[config.mk]
export PLATFORM = sky130hd
export DESIGN_NAME = pmsw_ctrl
export DESIGN_NICKNAME = d
export VERILOG_FILES = /design/src/verilog/pmsw_pkg.sv /design/src/verilog/pmsw_ctrl.sv
export SDC_FILE = /design/constraint.sdc
export NUM_CORES = 1
export LEC_CHECK = 0
export ABC_AREA = 1
export BUFFER_PORTS_ARGS = -buffer_cell sky130_fd_sc_hd__buf_2
export CELL_PAD_IN_SITES_DETAIL_PLACEMENT = 0
export CELL_PAD_IN_SITES_GLOBAL_PLACEMENT = 2
export CORE_MARGIN = 3
export CORE_UTILIZATION = 34
export CTS_CLUSTER_DIAMETER = 150
export CTS_CLUSTER_SIZE = 8
export DETAILED_ROUTE_END_ITERATION = 6
export PLACE_DENSITY_LB_ADDON = 0.05
export SLEW_MARGIN = 20
export SYNTH_ARGS = -nofsm -noshare
export SYNTH_HDL_FRONTEND = slang
export SYNTH_SLANG_ARGS = --single-unit
[constraint.sdc]
create_clock -name clock -period 12.3 [get_ports clock]
set_clock_uncertainty 0.2 [all_clocks]
set_input_delay 2.46 -clock clock [delete_from_list [all_inputs] [get_ports clock]]
set_output_delay 2.46 -clock clock [all_outputs]
set_load 0.005 [all_outputs]
[src/verilog/pmsw_pkg.sv]
package pmsw_pkg;

  // register byte offsets
  localparam logic [7:0] OFF_SCC  = 8'h00;
  localparam logic [7:0] OFF_HSC  = 8'h04;
  localparam logic [7:0] OFF_STAT = 8'h08;
  localparam logic [7:0] OFF_WAKE = 8'h0c;
  localparam logic [7:0] OFF_IEN  = 8'h10;
  localparam logic [7:0] OFF_MODE = 8'h14;

  // field positions
  localparam int SEL_MSB   = 7;
  localparam int SEL_LSB   = 5;
  localparam int FKEEP_BIT = 1;
  localparam int SKEEP_BIT = 0;
  localparam int HFLAG_BIT = 1;
  localparam int HEN_BIT   = 0;
  localparam int PDF_BIT   = 0;
  localparam int TO_BIT    = 1;

  // values after reset
  localparam logic [2:0] SEL_RESET  = 3'h2;
  localparam logic       HEN_RESET  = 1'b1;
  localparam logic [7:0] WAKE_RESET = 8'h00;
  localparam logic [7:0] IEN_RESET  = 8'h00;

  localparam logic [2:0] SEL_SUB     = 3'h7;
  localparam logic [1:0] RESP_OKAY   = 2'h0;
  localparam logic [1:0] RESP_SLVERR = 2'h2;

  // default watchdog overflow count in sub-clock ticks
  localparam int WDT_LIMIT_DEF = 256;

  typedef enum logic [1:0] {
    ST_RUN  = 2'b00,
    ST_STBY = 2'b01,
    ST_WAKE = 2'b10
  } pmsw_state_t;

  // standby mode is {fast_osc_halt_keep, slow_osc_halt_keep}
  typedef enum logic [1:0] {
    SB_SLEEP = 2'b00,
    SB_LOW   = 2'b01,
    SB_FAST  = 2'b10,
    SB_DUAL  = 2'b11
  } pmsw_sb_t;

  typedef enum logic [1:0] {
    WK_NONE = 2'b00,
    WK_PIN  = 2'b01,
    WK_IRQ  = 2'b10,
    WK_WDT  = 2'b11
  } pmsw_cause_t;

  typedef struct packed {
    logic hs_run;
    logic ls_run;
  } pmsw_osc_t;

  typedef struct packed {
    logic sys_tick;
    logic fast_tick;
    logic sub_tick;
  } pmsw_tick_t;

endpackage

[src/verilog/pmsw_ctrl.sv]
`timescale 1ns/1ns
module pmsw_ctrl #(
  parameter int ADDR_W    = 8,
  parameter int PORT_W    = 8,
  parameter int IRQ_W     = 8,
  parameter int WDT_LIMIT = pmsw_pkg::WDT_LIMIT_DEF
) (
  input  wire logic                  clock,
  input  wire logic                  rst,
  input  wire logic [ADDR_W-1:0]     s_axi_awaddr,
  input  wire logic                  s_axi_awvalid,
  output logic                       s_axi_awready,
  input  wire logic [31:0]           s_axi_wdata,
  input  wire logic [3:0]            s_axi_wstrb,
  input  wire logic                  s_axi_wvalid,
  output logic                       s_axi_wready,
  output logic [1:0]                 s_axi_bresp,
  output logic                       s_axi_bvalid,
  input  wire logic                  s_axi_bready,
  input  wire logic [ADDR_W-1:0]     s_axi_araddr,
  input  wire logic                  s_axi_arvalid,
  output logic                       s_axi_arready,
  output logic [31:0]                s_axi_rdata,
  output logic [1:0]                 s_axi_rresp,
  output logic                       s_axi_rvalid,
  input  wire logic                  s_axi_rready,
  input  wire logic                  halt_req,
  input  wire logic                  watchdog_clear_instruction,
  input  wire logic                  wdt_enable,
  input  wire logic                  stack_full,
  input  wire logic [IRQ_W-1:0]      irq_req,
  input  wire logic [PORT_W-1:0]     port_a_pin,
  input  wire logic                  low_speed_rc_osc_clk_pin,
  input  wire logic                  low_speed_rc_osc_ready_pin,
  input  wire logic                  high_speed_rc_osc_ready_pin,
  output pmsw_pkg::pmsw_osc_t        osc_ctl,
  output pmsw_pkg::pmsw_tick_t       ticks,
  output logic                       cpu_run,
  output logic                       pc_sp_reset,
  output logic                       irq_take,
  output logic                       wdt_reset_req
);

  pmsw_pkg::pmsw_state_t state_q;
  pmsw_pkg::pmsw_sb_t    sb_q;
  pmsw_pkg::pmsw_cause_t cause_q;
  logic [2:0]        sel_q;
  logic              fkeep_q, skeep_q, hen_q, hflag_q, hrun_q;
  logic              pdf_q, to_q;
  logic [PORT_W-1:0] wake_en_q;
  logic [IRQ_W-1:0]  ien_q, armed_q;
  logic              act_slow_q;
  logic [2:0]        act_div_q;
  logic [5:0]        div_q;
  logic [15:0]       wdt_q;
  logic              pc_sp_reset_q, irq_take_q, wdt_reset_q;
  logic [2:0]        lclk_s;
  logic [1:0]        lrdy_s, hrdy_s;
  logic [PORT_W-1:0] pa_s1, pa_s2, pa_s3;
  logic              aw_have_q, w_have_q, bvalid_q, rvalid_q;
  logic [ADDR_W-1:0] aw_addr_q;
  logic [31:0]       w_data_q, rdata_q, rd_word;
  logic [3:0]        w_strb_q;
  logic [1:0]        bresp_q, rresp_q;
  logic              rd_ok, wr_ok, wr_go;
  logic              hs_run, ls_run, hs_stable, ls_stable;
  logic              sub_tick, fast_tick, cur_tick, want_slow;
  logic [5:0]        div_mask;
  logic              pin_wake, irq_wake, wdt_ovf, wake;
  logic [IRQ_W-1:0]  irq_hit;
  logic              in_stby;

  // synchronisers for pins from the analog side
  always_ff @(posedge clock or posedge rst) begin
    if (rst) begin
      lclk_s <= 3'h0;
      lrdy_s <= 2'h0;
      hrdy_s <= 2'h0;
      pa_s1  <= '1;
      pa_s2  <= '1;
      pa_s3  <= '1;
    end else begin
      lclk_s <= {lclk_s[1:0], low_speed_rc_osc_clk_pin};
      lrdy_s <= {lrdy_s[0], low_speed_rc_osc_ready_pin};
      hrdy_s <= {hrdy_s[0], high_speed_rc_osc_ready_pin};
      pa_s1  <= port_a_pin;
      pa_s2  <= pa_s1;
      pa_s3  <= pa_s2;
    end
  end

  assign in_stby   = (state_q == pmsw_pkg::ST_STBY);
  assign sub_tick  = lclk_s[1] & ~lclk_s[2];
  assign ls_stable = lrdy_s[1];
  assign hs_stable = hflag_q;
  assign want_slow = (sel_q == pmsw_pkg::SEL_SUB);

  // oscillator run requests per mode
  always_comb begin
    if (state_q == pmsw_pkg::ST_STBY) begin
      hs_run = fkeep_q;
      ls_run = skeep_q | wdt_enable;
    end else if (state_q == pmsw_pkg::ST_WAKE) begin
      hs_run = ~act_slow_q | hen_q | fkeep_q;
      ls_run = 1'b1;
    end else begin
      hs_run = ~act_slow_q | ~want_slow | hen_q;
      ls_run = 1'b1;
    end
  end

  // fast oscillator stable flag
  always_ff @(posedge clock or posedge rst) begin
    if (rst) begin
      hrun_q  <= 1'b0;
      hflag_q <= 1'b0;
    end else begin
      hrun_q <= hs_run;
      if (!hs_run || !hrun_q)
        hflag_q <= 1'b0;
      else if (hrdy_s[1])
        hflag_q <= 1'b1;
    end
  end

  // fast divider
  assign div_mask  = 6'((7'h1 << act_div_q) - 7'h1);
  assign fast_tick = hs_stable & ((div_q & div_mask) == div_mask);
  assign cur_tick  = act_slow_q ? sub_tick : fast_tick;

  always_ff @(posedge clock or posedge rst) begin
    if (rst)
      div_q <= 6'h0;
    else if (hs_stable)
      div_q <= div_q + 6'h1;
    else
      div_q <= 6'h0;
  end

  // active clock source; changes only right after a tick
  always_ff @(posedge clock or posedge rst) begin
    if (rst) begin
      act_slow_q <= 1'b0;
      act_div_q  <= pmsw_pkg::SEL_RESET;
    end else if (state_q == pmsw_pkg::ST_RUN) begin
      if (want_slow && !act_slow_q && ls_stable && cur_tick) begin
        act_slow_q <= 1'b1;
      end else if (!want_slow && hs_stable && (cur_tick || act_slow_q)
                   && (act_slow_q ? sub_tick : 1'b1)) begin
        act_slow_q <= 1'b0;
        act_div_q  <= sel_q;
      end
    end
  end

  assign ticks.sys_tick  = cpu_run & cur_tick;
  assign ticks.fast_tick = hs_run & fast_tick;
  assign ticks.sub_tick  = in_stby ? (skeep_q & sub_tick) : sub_tick;
  assign osc_ctl.hs_run  = hs_run;
  assign osc_ctl.ls_run  = ls_run;
  assign cpu_run         = (state_q == pmsw_pkg::ST_RUN);

  // wake sources
  assign pin_wake = |(pa_s3 & ~pa_s2 & wake_en_q);
  assign irq_hit  = irq_req & armed_q;
  assign irq_wake = |irq_hit;
  assign wdt_ovf  = wdt_enable & sub_tick
                    & (wdt_q == 16'(WDT_LIMIT - 1));
  assign wake     = in_stby & (pin_wake | irq_wake | wdt_ovf);

  // watchdog counter
  always_ff @(posedge clock or posedge rst) begin
    if (rst)
      wdt_q <= 16'h0;
    else if ((cpu_run && halt_req) || watchdog_clear_instruction || wdt_ovf)
      wdt_q <= 16'h0;
    else if (wdt_enable && sub_tick)
      wdt_q <= wdt_q + 16'h1;
  end

  // operating state; registers and ports are simply left alone in standby
  always_ff @(posedge clock or posedge rst) begin
    if (rst) begin
      state_q <= pmsw_pkg::ST_RUN;
      sb_q    <= pmsw_pkg::SB_SLEEP;
      cause_q <= pmsw_pkg::WK_NONE;
      armed_q <= '0;
    end else begin
      case (state_q)
        pmsw_pkg::ST_RUN: begin
          if (halt_req) begin
            state_q <= pmsw_pkg::ST_STBY;
            sb_q    <= pmsw_pkg::pmsw_sb_t'({fkeep_q, skeep_q});
            armed_q <= ~irq_req;
            cause_q <= pmsw_pkg::WK_NONE;
          end
        end
        pmsw_pkg::ST_STBY: begin
          if (wake) begin
            state_q <= pmsw_pkg::ST_WAKE;
            if (wdt_ovf)
              cause_q <= pmsw_pkg::WK_WDT;
            else if (irq_wake)
              cause_q <= pmsw_pkg::WK_IRQ;
            else
              cause_q <= pmsw_pkg::WK_PIN;
          end
        end
        pmsw_pkg::ST_WAKE: begin
          if (act_slow_q ? ls_stable : hs_stable)
            state_q <= pmsw_pkg::ST_RUN;
        end
        default: state_q <= pmsw_pkg::ST_RUN;
      endcase
    end
  end

  // resume actions, one pulse as execution restarts; watchdog reset request on overflow while running
  always_ff @(posedge clock or posedge rst) begin
    if (rst) begin
      pc_sp_reset_q <= 1'b0;
      irq_take_q    <= 1'b0;
      wdt_reset_q   <= 1'b0;
    end else begin
      pc_sp_reset_q <= 1'b0;
      irq_take_q    <= 1'b0;
      wdt_reset_q   <= cpu_run & wdt_ovf;
      if (state_q == pmsw_pkg::ST_WAKE
          && (act_slow_q ? ls_stable : hs_stable)) begin
        if (cause_q == pmsw_pkg::WK_WDT)
          pc_sp_reset_q <= 1'b1;
        else if (cause_q == pmsw_pkg::WK_IRQ)
          irq_take_q <= |(irq_req & ien_q) & ~stack_full;
      end
    end
  end

  assign pc_sp_reset   = pc_sp_reset_q;
  assign irq_take      = irq_take_q;
  assign wdt_reset_req = wdt_reset_q;

  // status flags; a set wins over a clear in the same cycle
  always_ff @(posedge clock or posedge rst) begin
    if (rst) begin
      pdf_q <= 1'b0;
      to_q  <= 1'b0;
    end else begin
      if (cpu_run && halt_req)
        pdf_q <= 1'b1;
      else if (watchdog_clear_instruction)
        pdf_q <= 1'b0;
      if (wdt_ovf)
        to_q <= 1'b1;
      else if ((cpu_run && halt_req) || watchdog_clear_instruction)
        to_q <= 1'b0;
    end
  end

  // register bus
  assign s_axi_awready = ~aw_have_q & ~bvalid_q;
  assign s_axi_wready  = ~w_have_q & ~bvalid_q;
  assign s_axi_arready = ~rvalid_q;
  assign s_axi_bvalid  = bvalid_q;
  assign s_axi_bresp   = bresp_q;
  assign s_axi_rvalid  = rvalid_q;
  assign s_axi_rdata   = rdata_q;
  assign s_axi_rresp   = rresp_q;
  assign wr_go         = aw_have_q & w_have_q;

  always_comb begin
    rd_word = 32'h0;
    rd_ok   = 1'b1;
    case (8'(s_axi_araddr) & 8'hfc)
      pmsw_pkg::OFF_SCC: begin
        rd_word[pmsw_pkg::SEL_MSB:pmsw_pkg::SEL_LSB] = sel_q;
        rd_word[pmsw_pkg::FKEEP_BIT] = fkeep_q;
        rd_word[pmsw_pkg::SKEEP_BIT] = skeep_q;
      end
      pmsw_pkg::OFF_HSC: begin
        rd_word[pmsw_pkg::HFLAG_BIT] = hflag_q;
        rd_word[pmsw_pkg::HEN_BIT]   = hen_q;
      end
      pmsw_pkg::OFF_STAT: begin
        rd_word[pmsw_pkg::PDF_BIT] = pdf_q;
        rd_word[pmsw_pkg::TO_BIT]  = to_q;
      end
      pmsw_pkg::OFF_WAKE: rd_word[PORT_W-1:0] = wake_en_q;
      pmsw_pkg::OFF_IEN:  rd_word[IRQ_W-1:0]  = ien_q;
      pmsw_pkg::OFF_MODE: rd_word[4:0] = {act_slow_q, act_div_q, ls_stable};
      default: rd_ok = 1'b0;
    endcase
  end

  always_comb begin
    case (8'(aw_addr_q) & 8'hfc)
      pmsw_pkg::OFF_SCC, pmsw_pkg::OFF_HSC, pmsw_pkg::OFF_STAT,
      pmsw_pkg::OFF_WAKE, pmsw_pkg::OFF_IEN, pmsw_pkg::OFF_MODE:
        wr_ok = 1'b1;
      default: wr_ok = 1'b0;
    endcase
  end

  always_ff @(posedge clock or posedge rst) begin
    if (rst) begin
      aw_have_q <= 1'b0;
      w_have_q  <= 1'b0;
      aw_addr_q <= '0;
      w_data_q  <= 32'h0;
      w_strb_q  <= 4'h0;
      bvalid_q  <= 1'b0;
      bresp_q   <= pmsw_pkg::RESP_OKAY;
    end else begin
      if (s_axi_awvalid && s_axi_awready) begin
        aw_have_q <= 1'b1;
        aw_addr_q <= s_axi_awaddr;
      end
      if (s_axi_wvalid && s_axi_wready) begin
        w_have_q <= 1'b1;
        w_data_q <= s_axi_wdata;
        w_strb_q <= s_axi_wstrb;
      end
      if (wr_go) begin
        aw_have_q <= 1'b0;
        w_have_q  <= 1'b0;
        bvalid_q  <= 1'b1;
        bresp_q   <= wr_ok ? pmsw_pkg::RESP_OKAY : pmsw_pkg::RESP_SLVERR;
      end else if (bvalid_q && s_axi_bready) begin
        bvalid_q <= 1'b0;
      end
    end
  end

  // software-written control fields
  always_ff @(posedge clock or posedge rst) begin
    if (rst) begin
      sel_q     <= pmsw_pkg::SEL_RESET;
      fkeep_q   <= 1'b0;
      skeep_q   <= 1'b0;
      hen_q     <= pmsw_pkg::HEN_RESET;
      wake_en_q <= pmsw_pkg::WAKE_RESET;
      ien_q     <= pmsw_pkg::IEN_RESET;
    end else if (wr_go && w_strb_q[0]) begin
      case (8'(aw_addr_q) & 8'hfc)
        pmsw_pkg::OFF_SCC: begin
          sel_q   <= w_data_q[pmsw_pkg::SEL_MSB:pmsw_pkg::SEL_LSB];
          fkeep_q <= w_data_q[pmsw_pkg::FKEEP_BIT];
          skeep_q <= w_data_q[pmsw_pkg::SKEEP_BIT];
        end
        pmsw_pkg::OFF_HSC:  hen_q     <= w_data_q[pmsw_pkg::HEN_BIT];
        pmsw_pkg::OFF_WAKE: wake_en_q <= w_data_q[PORT_W-1:0];
        pmsw_pkg::OFF_IEN:  ien_q     <= w_data_q[IRQ_W-1:0];
        default: ;
      endcase
    end
  end

  always_ff @(posedge clock or posedge rst) begin
    if (rst) begin
      rvalid_q <= 1'b0;
      rdata_q  <= 32'h0;
      rresp_q  <= pmsw_pkg::RESP_OKAY;
    end else if (s_axi_arvalid && s_axi_arready) begin
      rvalid_q <= 1'b1;
      rdata_q  <= rd_word;
      rresp_q  <= rd_ok ? pmsw_pkg::RESP_OKAY : pmsw_pkg::RESP_SLVERR;
    end else if (rvalid_q && s_axi_rready) begin
      rvalid_q <= 1'b0;
    end
  end

endmodule // pmsw_ctrl

### Word level (Yosys, flattened, before mapping)

Index checks and enable logic that the tools add are counted.

* flip-flop bits (word level): 131
* logic and storage cells: 193

* add/subtract/negate cells: 3
* eq/ne operators: 20
* shift-type cells: 1
* mux-type cells: 47
* bitwise operators: 36
* reduce and logical (&&, ||, !) cells: 50

Operator list (number)
* $and A8 B8 Y8: 4
* $mux W16: 2
* $mux W1: 30
* $eq A6 B2 Y1 const B: 4
* $eq A6 B3 Y1 const B: 4
* $reduce_or A8 Y1: 3
* $reduce_bool A2 Y1: 10
* $mux W2: 9
* $pmux W3 S3: 2
* $add A16 B1 Y16 const B: 1
* $eq A16 B8 Y1 const B: 1
* $logic_not A8 Y1: 2
* $not A8 Y8: 2
* $logic_and A1 B1 Y1: 15
* $and A1 B1 Y1: 13
* $eq A6 B1 Y1 const B: 2
* $pmux W2 S6: 1
* $reduce_and A2 Y1: 6
* $reduce_or A6 Y1: 2
* $not A1 Y1: 9
* $reduce_and A3 Y1: 3
* $or A1 B1 Y1: 7
* $add A6 B1 Y6 const B: 1
* $and A6 B6 Y6: 1
* 14 further kinds: 23

### Longest topological paths before layout

Gate-level depths: netlist of run 1.

* word-level depth: 11
* depth in mapped cells: 11

### Least setup slack after synthesis of run 1

No wires, ideal clock.

* kind: input to output
* start: in wdt_enable
* end: out osc_ctl[0] in the netlist's numbering
* arrival time: 2.709 ns
* required time: 9.640 ns
* path slack: 6.931 ns
* stages on the path: 3
* buffers on the path: 1
* path through: nor2_1 > nand2_1 > buf_4

* cells in the longest elaborated chain, start to end: 2

RTL lines
* from (decl): line pmsw_ctrl.sv:29 `input wire logic wdt_enable,`
* $or A1 B1 Y1: line pmsw_ctrl.sv:102 `ls_run = skeep_q | wdt_enable;`
* $mux W1: line pmsw_ctrl.sv:100 `if (state_q == pmsw_pkg::ST_STBY) begin`
* to (decl): line pmsw_ctrl.sv:36 `output pmsw_pkg::pmsw_osc_t osc_ctl,`

Every way passes these cells.

==> results of run 1 <==
placed cells by master (no fill, tap or decap), drive strengths merged, types with 3 or more instances in the layout:
master,instances
nand2,153
dfrtp,100
inv,94
buf,75
nor2,71
o21ai,61
nand3,33
a21oi,31
dfstp,27
conb,26
clkbuf,17
nand4,10
nor3,9
mux2,5
o211ai,4
o22ai,3
o221ai,3
clkinv,3
power by group through the flow:
stage | registers, mW | logic (mW) | clock network (mW)
3_5_place_dp | 0.593 | 0.291 | 0
3_3_place_gp | 0.591 | 0.286 | 0
4_1_cts | 0.586 | 0.292 | 0.521
5_1_grt | 0.598 | 0.333 | 0.538
2_1_floorplan | 0.568 | 0.213 | 0
6_report | 0.584 | 0.286 | 0.504
logic make-up (layout without fill, tap and decap cells):
group                    Yosys count  in the layout  share of synthesized area [%]
AO/OA/AOI/OAI                    108            108                          10.69
XOR/XNOR                           3              3                         0.4610
adder cells (fa/ha/maj)            2              2                         0.4389
buffers and inverters            119            190                          10.18
flip-flops                       127            127                          56.34
multiplexers                       5              5                         0.9876
other                              1             26                        0.06578
AND/OR/NAND/NOR                  283            283                          20.83
worst min path at each step:
stage                        startpoint             endpoint  cells after the start
finish              lclk_s[0]$_DFF_PP0_  lclk_s[1]$_DFF_PP0_                      0
global route        lclk_s[0]$_DFF_PP0_  lclk_s[1]$_DFF_PP0_                      0
CTS                 lclk_s[0]$_DFF_PP0_  lclk_s[1]$_DFF_PP0_                      0
detailed placement  lclk_s[0]$_DFF_PP0_  lclk_s[1]$_DFF_PP0_                      0
global placement    hrdy_s[0]$_DFF_PP0_  hrdy_s[1]$_DFF_PP0_                      0
floorplan           hrdy_s[0]$_DFF_PP0_  hrdy_s[1]$_DFF_PP0_                      0
layer usage:
layer / global-route usage (%) / vias to the layer above
met4: 5.431 / 0
met1: 20.53 / 2066
met3: 3.566 / 11
met5: 0 / -
li1: - / 2211
met2: 25.80 / 85
registers in the layout, indices dropped and copies added (netlist names), 3 cells and up:
| name | cells |
|---|---|
| w_data_q | 8 |
| act_div_q | 3 |
| armed_q | 8 |
| pa_s3 | 8 |
| div_q | 6 |
| ien_q | 8 |
| wdt_q | 16 |
| sel_q | 3 |
| pa_s2 | 8 |
| lclk_s | 3 |
| aw_addr_q | 6 |
| s_axi_rdata | 8 |
| wake_en_q | 8 |
| pa_s1 | 8 |
per-stage QoR:
step,setup WS (ns),util (%)
2_1_floorplan,6.300,-
3_3_place_gp,6.801,38.20
3_5_place_dp,6.795,38.20
4_1_cts,6.794,41.86
5_1_grt,6.764,41.86
6_report,6.800,41.86
worst register-to-register path, stage by stage (launching register included):
cell     delay [ns]
dfrtp_1        0.37
ha_1           0.22
nand3_2        0.17
nor3_2         0.24
nand3_1        0.20
nand2_2        0.27
inv_4          0.12
nand4_1        0.09
o21ai_0        0.09
layout make-up:
| class | instances | area (um^2) |
|---|---|---|
| Clock buffer | 17 | 425.4 |
| Inverter | 83 | 316.6 |
| Tap cell | 216 | 270.3 |
| Fill cell | 1626 | 9403 |
| Clock inverter | 15 | 166.4 |
| Multi-Input combinational cell | 427 | 2002 |
| Timing Repair Buffer | 75 | 377.9 |
| Sequential cell | 127 | 3212 |
==> metrics.yaml, run 1 <==
power_frac_comb_pct: 20.8
startpoint_type: "primary input"
dr_wl_met3_um: 491
r2r_slack_ns: 10.18
rr_startpoint: "wdt_q[1]$_DFFE_PP0P_"
avgSynthCellArea_um2: 8.797
firstDrtPassIters: 4
drive_above_1_share_pct: 21.64
cp_max_fo: 2
seqPwrFrac_pct: 42.5
vdd_drop_max_uv: 105.8
cts-buffers-inserted: 17
synth_cell_types: 42
min_path_type: "reg2reg"
yosysMostFrequentCell: "nand2_1"
synth_edf_count: 0
die_h_um: 135.5
synth.area.top_cells: "dfrtp_1 (44%), dfstp_2 (12%), nand2_1 (9.7%), inv_1 (5.3%), o21ai_0 (4.7%)"
yosys_warnings: 0
synth_top_area_cell: "dfrtp_1"
syn_inst: 648
finalWirelength_mm: 13.44
hold_viol: 0
numPortBuffers: 74
post_cts_buffers: 0
ys.flop_type: "dfrtp_1"
grt_pass1_vias: 4365
clk_pin_slew_ns: 0.05
route.met2.wl_mm: 6.514
fin_hold_ws_ns: 0.1490
drt-met1-wl_mm: 6.274
die_area_um2: 18360
boundaryPins: 132
p_int_mw: 0.9091
cts.path.max_buffers: 2
path_delay_family: "buffers and inverters"
reg2reg_depth: 8
wl_per_cell_um: 14.00
synthArstFlopShare_pct: 100.0
slew_viol_final: 0
power.share.clock_pct: 36.7
drt.antenna.violating_nets: 0
viasPerCell: 4.555
crit_path_end: "osc_ctl[0]"
crit_cells: 4
clkLatencyLatePin_ns: 0.42
nNetsFinal: 815
top_layer: "met4"
ys_seq_area_share_pct: 56.34
setup_viol: 0
crit_start: "wdt_enable"
grt_max_degree: 65
netlist_area_um2: 5700
area_growth_pct: 18.77
vias: 4373
grt_overflow_total: 0
htree_levels: 4
status: "finished clean"
grt_usage_pct: 15.71
synthTopCellsByCount: "nand2_1 (147), dfrtp_1 (100), inv_1 (80)"
rsz0062_at_grt: "false"
cts_tree: "built"
cp-end-kind: "primary output"
cts_hold_buf: 0
cp_num_buf_inv: 2
critPathMaxStageDelay_ns: 0.14
p_sw_mw: 0.4638
final_cells: 960
synth-seq-cells: 127
cap_violations: 0
cp_cell_sequence: "buf_2, nor2_1, nand2_1, buf_2"
antenna_cells: 0
place_inst: 928
row_count: 46
gp_congestion: 0.7810
swShare_pct: 33.78
p_leak_nw: 3.241
cts_resized: 0
place_area_um2: 6178
period_share_pct: 44.72
p_per_area_nw_per_um2: 202.8
total_power_mw: 1.373
grt_pass1_wl_mm: 22.33
r2r_end: "wdt_q[14]$_DFFE_PP0P_"
cts-root-buf: "clkbuf_16"
coreArea_um2: 16170
period_needed_ns: 5.500
postLayoutCellArea_um2: 6770
worst_slew_pin_slew_ns: 0.8340
crit_path_top_delay_cell: "buf_2"
critPathKind: "in2out"
cp_data_required_time_ns: 9.64
max_freq_mhz: 181.8
die_width_um: 135.5
cts_sinks: 127
dp_hpwl_mm: 10.02
worstPathArrival_ns: 2.84
synth_top_area_share_pct: 43.90
drc: 0
setup_tns_ns: 0
antenna_found_initial: 0
start_util_pct: 35.25
slew_headroom_pct: 44.40
dr.first_iter.drc_count: 264
crit_top_cell: "buf_2"
No activity file was read; power rests on OpenSTA's default activity.
==> inputs of run 2 (changes only) <==
- CORE_UTILIZATION: 34 -> 32
- clock period: 12.3 -> 5.5 ns (I/O delays scaled with it)
==> run 2 against run 1 <==
Compared with the run above: hold slack worse by 0.0018 ns; cell count up 1.0%; combinational power up 120%; sequential share of layout area down 0.11 points; register-to-register slack worse by 6.7 ns; count of clock-buffer cells in the layout up 2; non-clock buffer count up 1; first-iteration DRC count down 34%; final area up 0.22%; total power up 120%; critical endpoint is now ticks[1]; largest cell class unchanged.
==> metrics.yaml, run 2 (same netlist as run 1, synthesis figures left out) <==
cap_violations: 0
r2r_slack_ns: 3.45
grt_pass1_wl_mm: 22.54
setup_tns_ns: 0
crit_path_end: "ticks[1]"
layout_common_cells: "nand2_1 (147), dfrtp_1 (100), inv_1 (79)"
crit_path_top_delay_cell: "dfrtp_1"
firstDrtPassIters: 4
rr_startpoint: "wdt_q[1]$_DFFE_PP0P_"
grt_overflow_total: 0
start_util_pct: 32.84
dr.first_iter.drc_count: 173
cts_sinks: 127
period_share_pct: 59.31
cp_data_required_time_ns: 4.20
cts-buffers-inserted: 17
post_cts_buffers: 0
drive_above_1_share_pct: 21.74
die_area_um2: 19450
critPathKind: "reg2out"
multi_input_area_um2: 2002
p_per_area_nw_per_um2: 449.7
min_path_type: "reg2reg"
vias: 4338
viasPerCell: 4.472
clkLatencyLatePin_ns: 0.42
cp-end-kind: "primary output"
r2r_end: "wdt_q[12]$_DFFE_PP0P_"
nFillCells: 1801
cp_cell_sequence: "nor2_1, inv_1, nand2_1, nand2_1, o211ai_1, and3_1, buf_2"
vdd_drop_max_uv: 216.3
htree_levels: 4
crit_start: "state_q[1]$_DFFE_PP0P_"
finalWirelength_mm: 13.60
clk_pin_slew_ns: 0.06
cp_max_fo: 5
cts_tree: "built"
place_worst_setup_slack_ns: 2.631
period_needed_ns: 3.262
row_count: 48
worst_slew_pin_slew_ns: 0.7031
grt_max_degree: 58
nNetsFinal: 816
worstPathArrival_ns: 1.96
regMostFlops: "wdt_q"
rsz0062_at_grt: "false"
cts-root-buf: "clkbuf_16"
dp_hpwl_mm: 10.13
total_power_mw: 3.051
boundaryPins: 132
die_width_um: 139.5
crit_top_cell: "nand2_1"
area_growth_pct: 19.03
startpoint_type: "register"
critPathMaxStageDelay_ns: 0.40
cts.path.max_buffers: 2
hold_viol: 0
coreArea_um2: 17360
final_common_cell: "nand2_1"
wl_per_cell_um: 14.02
p_leak_nw: 3.244
cts_hold_buf: 0
setup_viol: 0
numPortBuffers: 74
largest_reg_flops: 16
cts_resized: 0
max_freq_mhz: 306.5
drc: 0
slew_headroom_pct: 53.13
setup_slack_ns: 2.238
grt_usage_pct: 14.73
antenna_cells: 0
status: "finished clean"
antenna_found_initial: 0
slew_viol_final: 0
drt.antenna.violating_nets: 0
gp_congestion: 0.7971
regArea_um2: 3212
grt_pass1_vias: 4382
die_h_um: 139.5
reg2reg_depth: 8
## run 2: cell types whose count changed in the layout (fill, tap and decap cells not counted), sizes merged
cell	previous run	this run
clkbuf	17	19
inv	94	92
clkinv	3	4
buf	75	76
bufinv	1	0
## run 2: worst min path at each step
stage | start | endpoint | cells after the start
6_report | hrdy_s[0]$_DFF_PP0_ | hrdy_s[1]$_DFF_PP0_ | 0
4_1_cts | hrdy_s[0]$_DFF_PP0_ | hrdy_s[1]$_DFF_PP0_ | 0
2_1_floorplan | hrdy_s[0]$_DFF_PP0_ | hrdy_s[1]$_DFF_PP0_ | 0
3_3_place_gp | hrdy_s[0]$_DFF_PP0_ | hrdy_s[1]$_DFF_PP0_ | 0
3_5_place_dp | lclk_s[0]$_DFF_PP0_ | lclk_s[1]$_DFF_PP0_ | 0
5_1_grt | pa_s1[4]$_DFF_PP1_ | pa_s2[4]$_DFF_PP1_ | 0
## run 2: cell type report
| class | instances | area share, % |
|---|---|---|
| multi-input cells | 427 | 29.50 |
| inverters | 83 | 4.665 |
| clock inverters | 13 | 1.660 |
| repair buffers | 76 | 5.680 |
| clock buffers | 19 | 7.007 |
| flip-flops and latches | 127 | 47.34 |
| well taps | 225 | 4.149 |
## run 2: power by group
part / total [mW] / internal, mW / switching, mW
Combinational: 0.639 / 0.233 / 0.406
Sequential: 1.31 / 1.15 / 0.156
Clock: 1.10 / 0.646 / 0.458
Total: 3.05 / 2.03 / 1.02
## run 2: routing by layer
metal	wire, um	vias to the layer above	share of wire, %	track usage, %
li1	-	2214	-	-
met1	6167	2034	45	18.65
met2	6723	74	49	24.48
met3	479	16	3.5	3.436
met4	225	0	1.7	5.767
met5	0	-	0	0
## run 2: metrics by stage
| step | cells | utilization (%) | hold slack (ns) | instance area, um^2 |
|---|---|---|---|---|
| after floorplan | 673 | - | 0.1312 | 5794 |
| after global placement | 938 | 35.71 | 0.1347 | 6197 |
| after detailed placement | 938 | 35.71 | 0.1397 | 6197 |
| after CTS | 970 | 39.09 | 0.1490 | 6785 |
| after global routing | 970 | 39.09 | 0.1584 | 6785 |
| final | 970 | 39.09 | 0.1472 | 6785 |
## run 2: worst max-delay path: cells and delay by family, from the launching register on
family | cells | cell delay, ns
compound gates | 1 | 0.20
buf+inv | 2 | 0.29
simple gates | 4 | 0.65
flops | 1 | 0.40
==> inputs of run 3 (changes only) <==
- clock period: 5.5 -> 3.1 ns (I/O delays scaled with it)
==> run 3 against run 2 <==
Compared with the run above: die area unchanged; critical path depth unchanged; via count down 0.16%; total power up 80%; utilization up 0.34 points; first-iteration DRC count down 5.2%; count of clock-buffer cells in the layout down 1; highest routed layer unchanged.
==> metrics.yaml, run 3 (same netlist as run 1, synthesis figures left out) <==
fin_hold_ws_ns: 0.08870
wl_per_cell_um: 14.01
grt_overflow_total: 0
reg2reg_depth: 8
power_frac_comb_pct: 20.8
post_cts_buffers: 0
p_int_mw: 3.596
boundaryPins: 132
layout_common_cells: "nand2_1 (147), dfrtp_1 (100), inv_1 (79)"
numPortBuffers: 74
worstHoldEndpoint: "pa_s1[2]$_DFF_PP1_"
power.share.clock_pct: 36.9
slew_viol_final: 0
min_path_type: "in2reg"
die_area_um2: 19450
grt_usage_pct: 14.56
place_inst: 939
worst_slew_pin_slew_ns: 0.7135
die_width_um: 139.5
final_cells: 971
status: "finished clean"
cts-root-buf: "clkbuf_16"
drt.antenna.violating_nets: 0
rsz0062_at_grt: "false"
largest_reg_flops: 16
nFillCells: 1767
rr_startpoint: "wdt_q[1]$_DFFE_PP0P_"
drc: 0
vias: 4331
worstPathArrival_ns: 1.93
vdd_drop_max_uv: 432.4
gp_congestion: 0.8036
coreArea_um2: 17360
r2r_end: "wdt_q[12]$_DFFE_PP0P_"
setup_tns_ns: 0
multi_input_area_um2: 2002
antenna_cells: 0
cp_data_required_time_ns: 2.28
cts-buffers-inserted: 17
firstDrtPassIters: 4
seqPwrFrac_pct: 42.3
startpoint_type: "register"
regMostFlops: "wdt_q"
dr.first_iter.drc_count: 164
p_leak_nw: 3.261
clk_pin_slew_ns: 0.07
cts_resized: 0
grt_pass1_vias: 4385
r2r_slack_ns: 1.06
area_growth_pct: 20.06
start_util_pct: 32.84
place_area_um2: 6231
cts.path.max_buffers: 2
dp_hpwl_mm: 10.31
setup_viol: 0
final_common_cell: "nand2_1"
postLayoutCellArea_um2: 6844
row_count: 48
critPathKind: "reg2out"
period_needed_ns: 2.749
total_power_mw: 5.481
cts_sinks: 127
whs_path_depth: 1
slew_headroom_pct: 52.33
cts_tree: "built"
min_from: "port_a_pin[2]"
antenna_found_initial: 0
p_per_area_nw_per_um2: 800.8
finish.utilization_pct: 39.43
htree_levels: 4
clkLatencyLatePin_ns: 0.42
finalWirelength_mm: 13.61
grt_max_degree: 57
hold_viol: 0
nNetsFinal: 817
cts_hold_buf: 0
grt_pass1_wl_mm: 22.44
swShare_pct: 34.40
regArea_um2: 3212
place_worst_setup_slack_ns: 0.7179
cp-end-kind: "primary output"
die_h_um: 139.5
setup_slack_ns: 0.3507
p_sw_mw: 1.885
max_freq_mhz: 363.7
cap_violations: 0
drive_above_1_share_pct: 21.85
viasPerCell: 4.460
period_share_pct: 88.69
cp_max_fo: 5
## run 3: layout make-up
| class | count | share of cell area (%) |
|---|---|---|
| multi-input combinational | 427 | 29.25 |
| timing repair buffer | 77 | 6.106 |
| clock buffer | 18 | 6.581 |
| inverter | 83 | 4.644 |
| sequential | 127 | 46.93 |
| tap | 225 | 4.113 |
| clock inverter | 14 | 2.377 |
## run 3: routing by layer
metal / track usage [%] / vias up / part of all wire (%)
met5: 0 / - / 0
met3: 3.608 / 11 / 3.8
met4: 4.634 / 0 / 1.2
met1: 18.48 / 2033 / 46
met2: 24.50 / 75 / 49
li1: - / 2212 / -
## run 3: power groups by stage
stage	Sequential (mW)	Clock, mW	Combinational [mW]
floorplan	2.25	0	0.845
global placement	2.35	0	1.15
detailed placement	2.36	0	1.17
CTS	2.33	2.08	1.17
global route	2.37	2.16	1.33
finish	2.32	2.02	1.14
## run 3: how the worst max path moves through the flow
stage	slack [ns]	depth (start not counted)	from	endpoint
after floorplan	0.73	1	rst	act_div_q[0]$_DFFE_PP0P_
after global placement	0.72	7	state_q[0]$_DFFE_PP0P_	ticks[1]
after detailed placement	0.72	7	state_q[1]$_DFFE_PP0P_	ticks[1]
after CTS	0.26	7	state_q[1]$_DFFE_PP0P_	ticks[1]
after global routing	0.18	7	state_q[1]$_DFFE_PP0P_	ticks[1]
final	0.35	7	state_q[1]$_DFFE_PP0P_	ticks[1]
## run 3: worst max-delay path: stages, from the launching register on
cell	delay (ns)
dfrtp_1	0.40
nor2_1	0.26
inv_1	0.16
nand2_1	0.11
nand2_1	0.05
o211ai_1	0.20
and3_1	0.21
buf_2	0.11
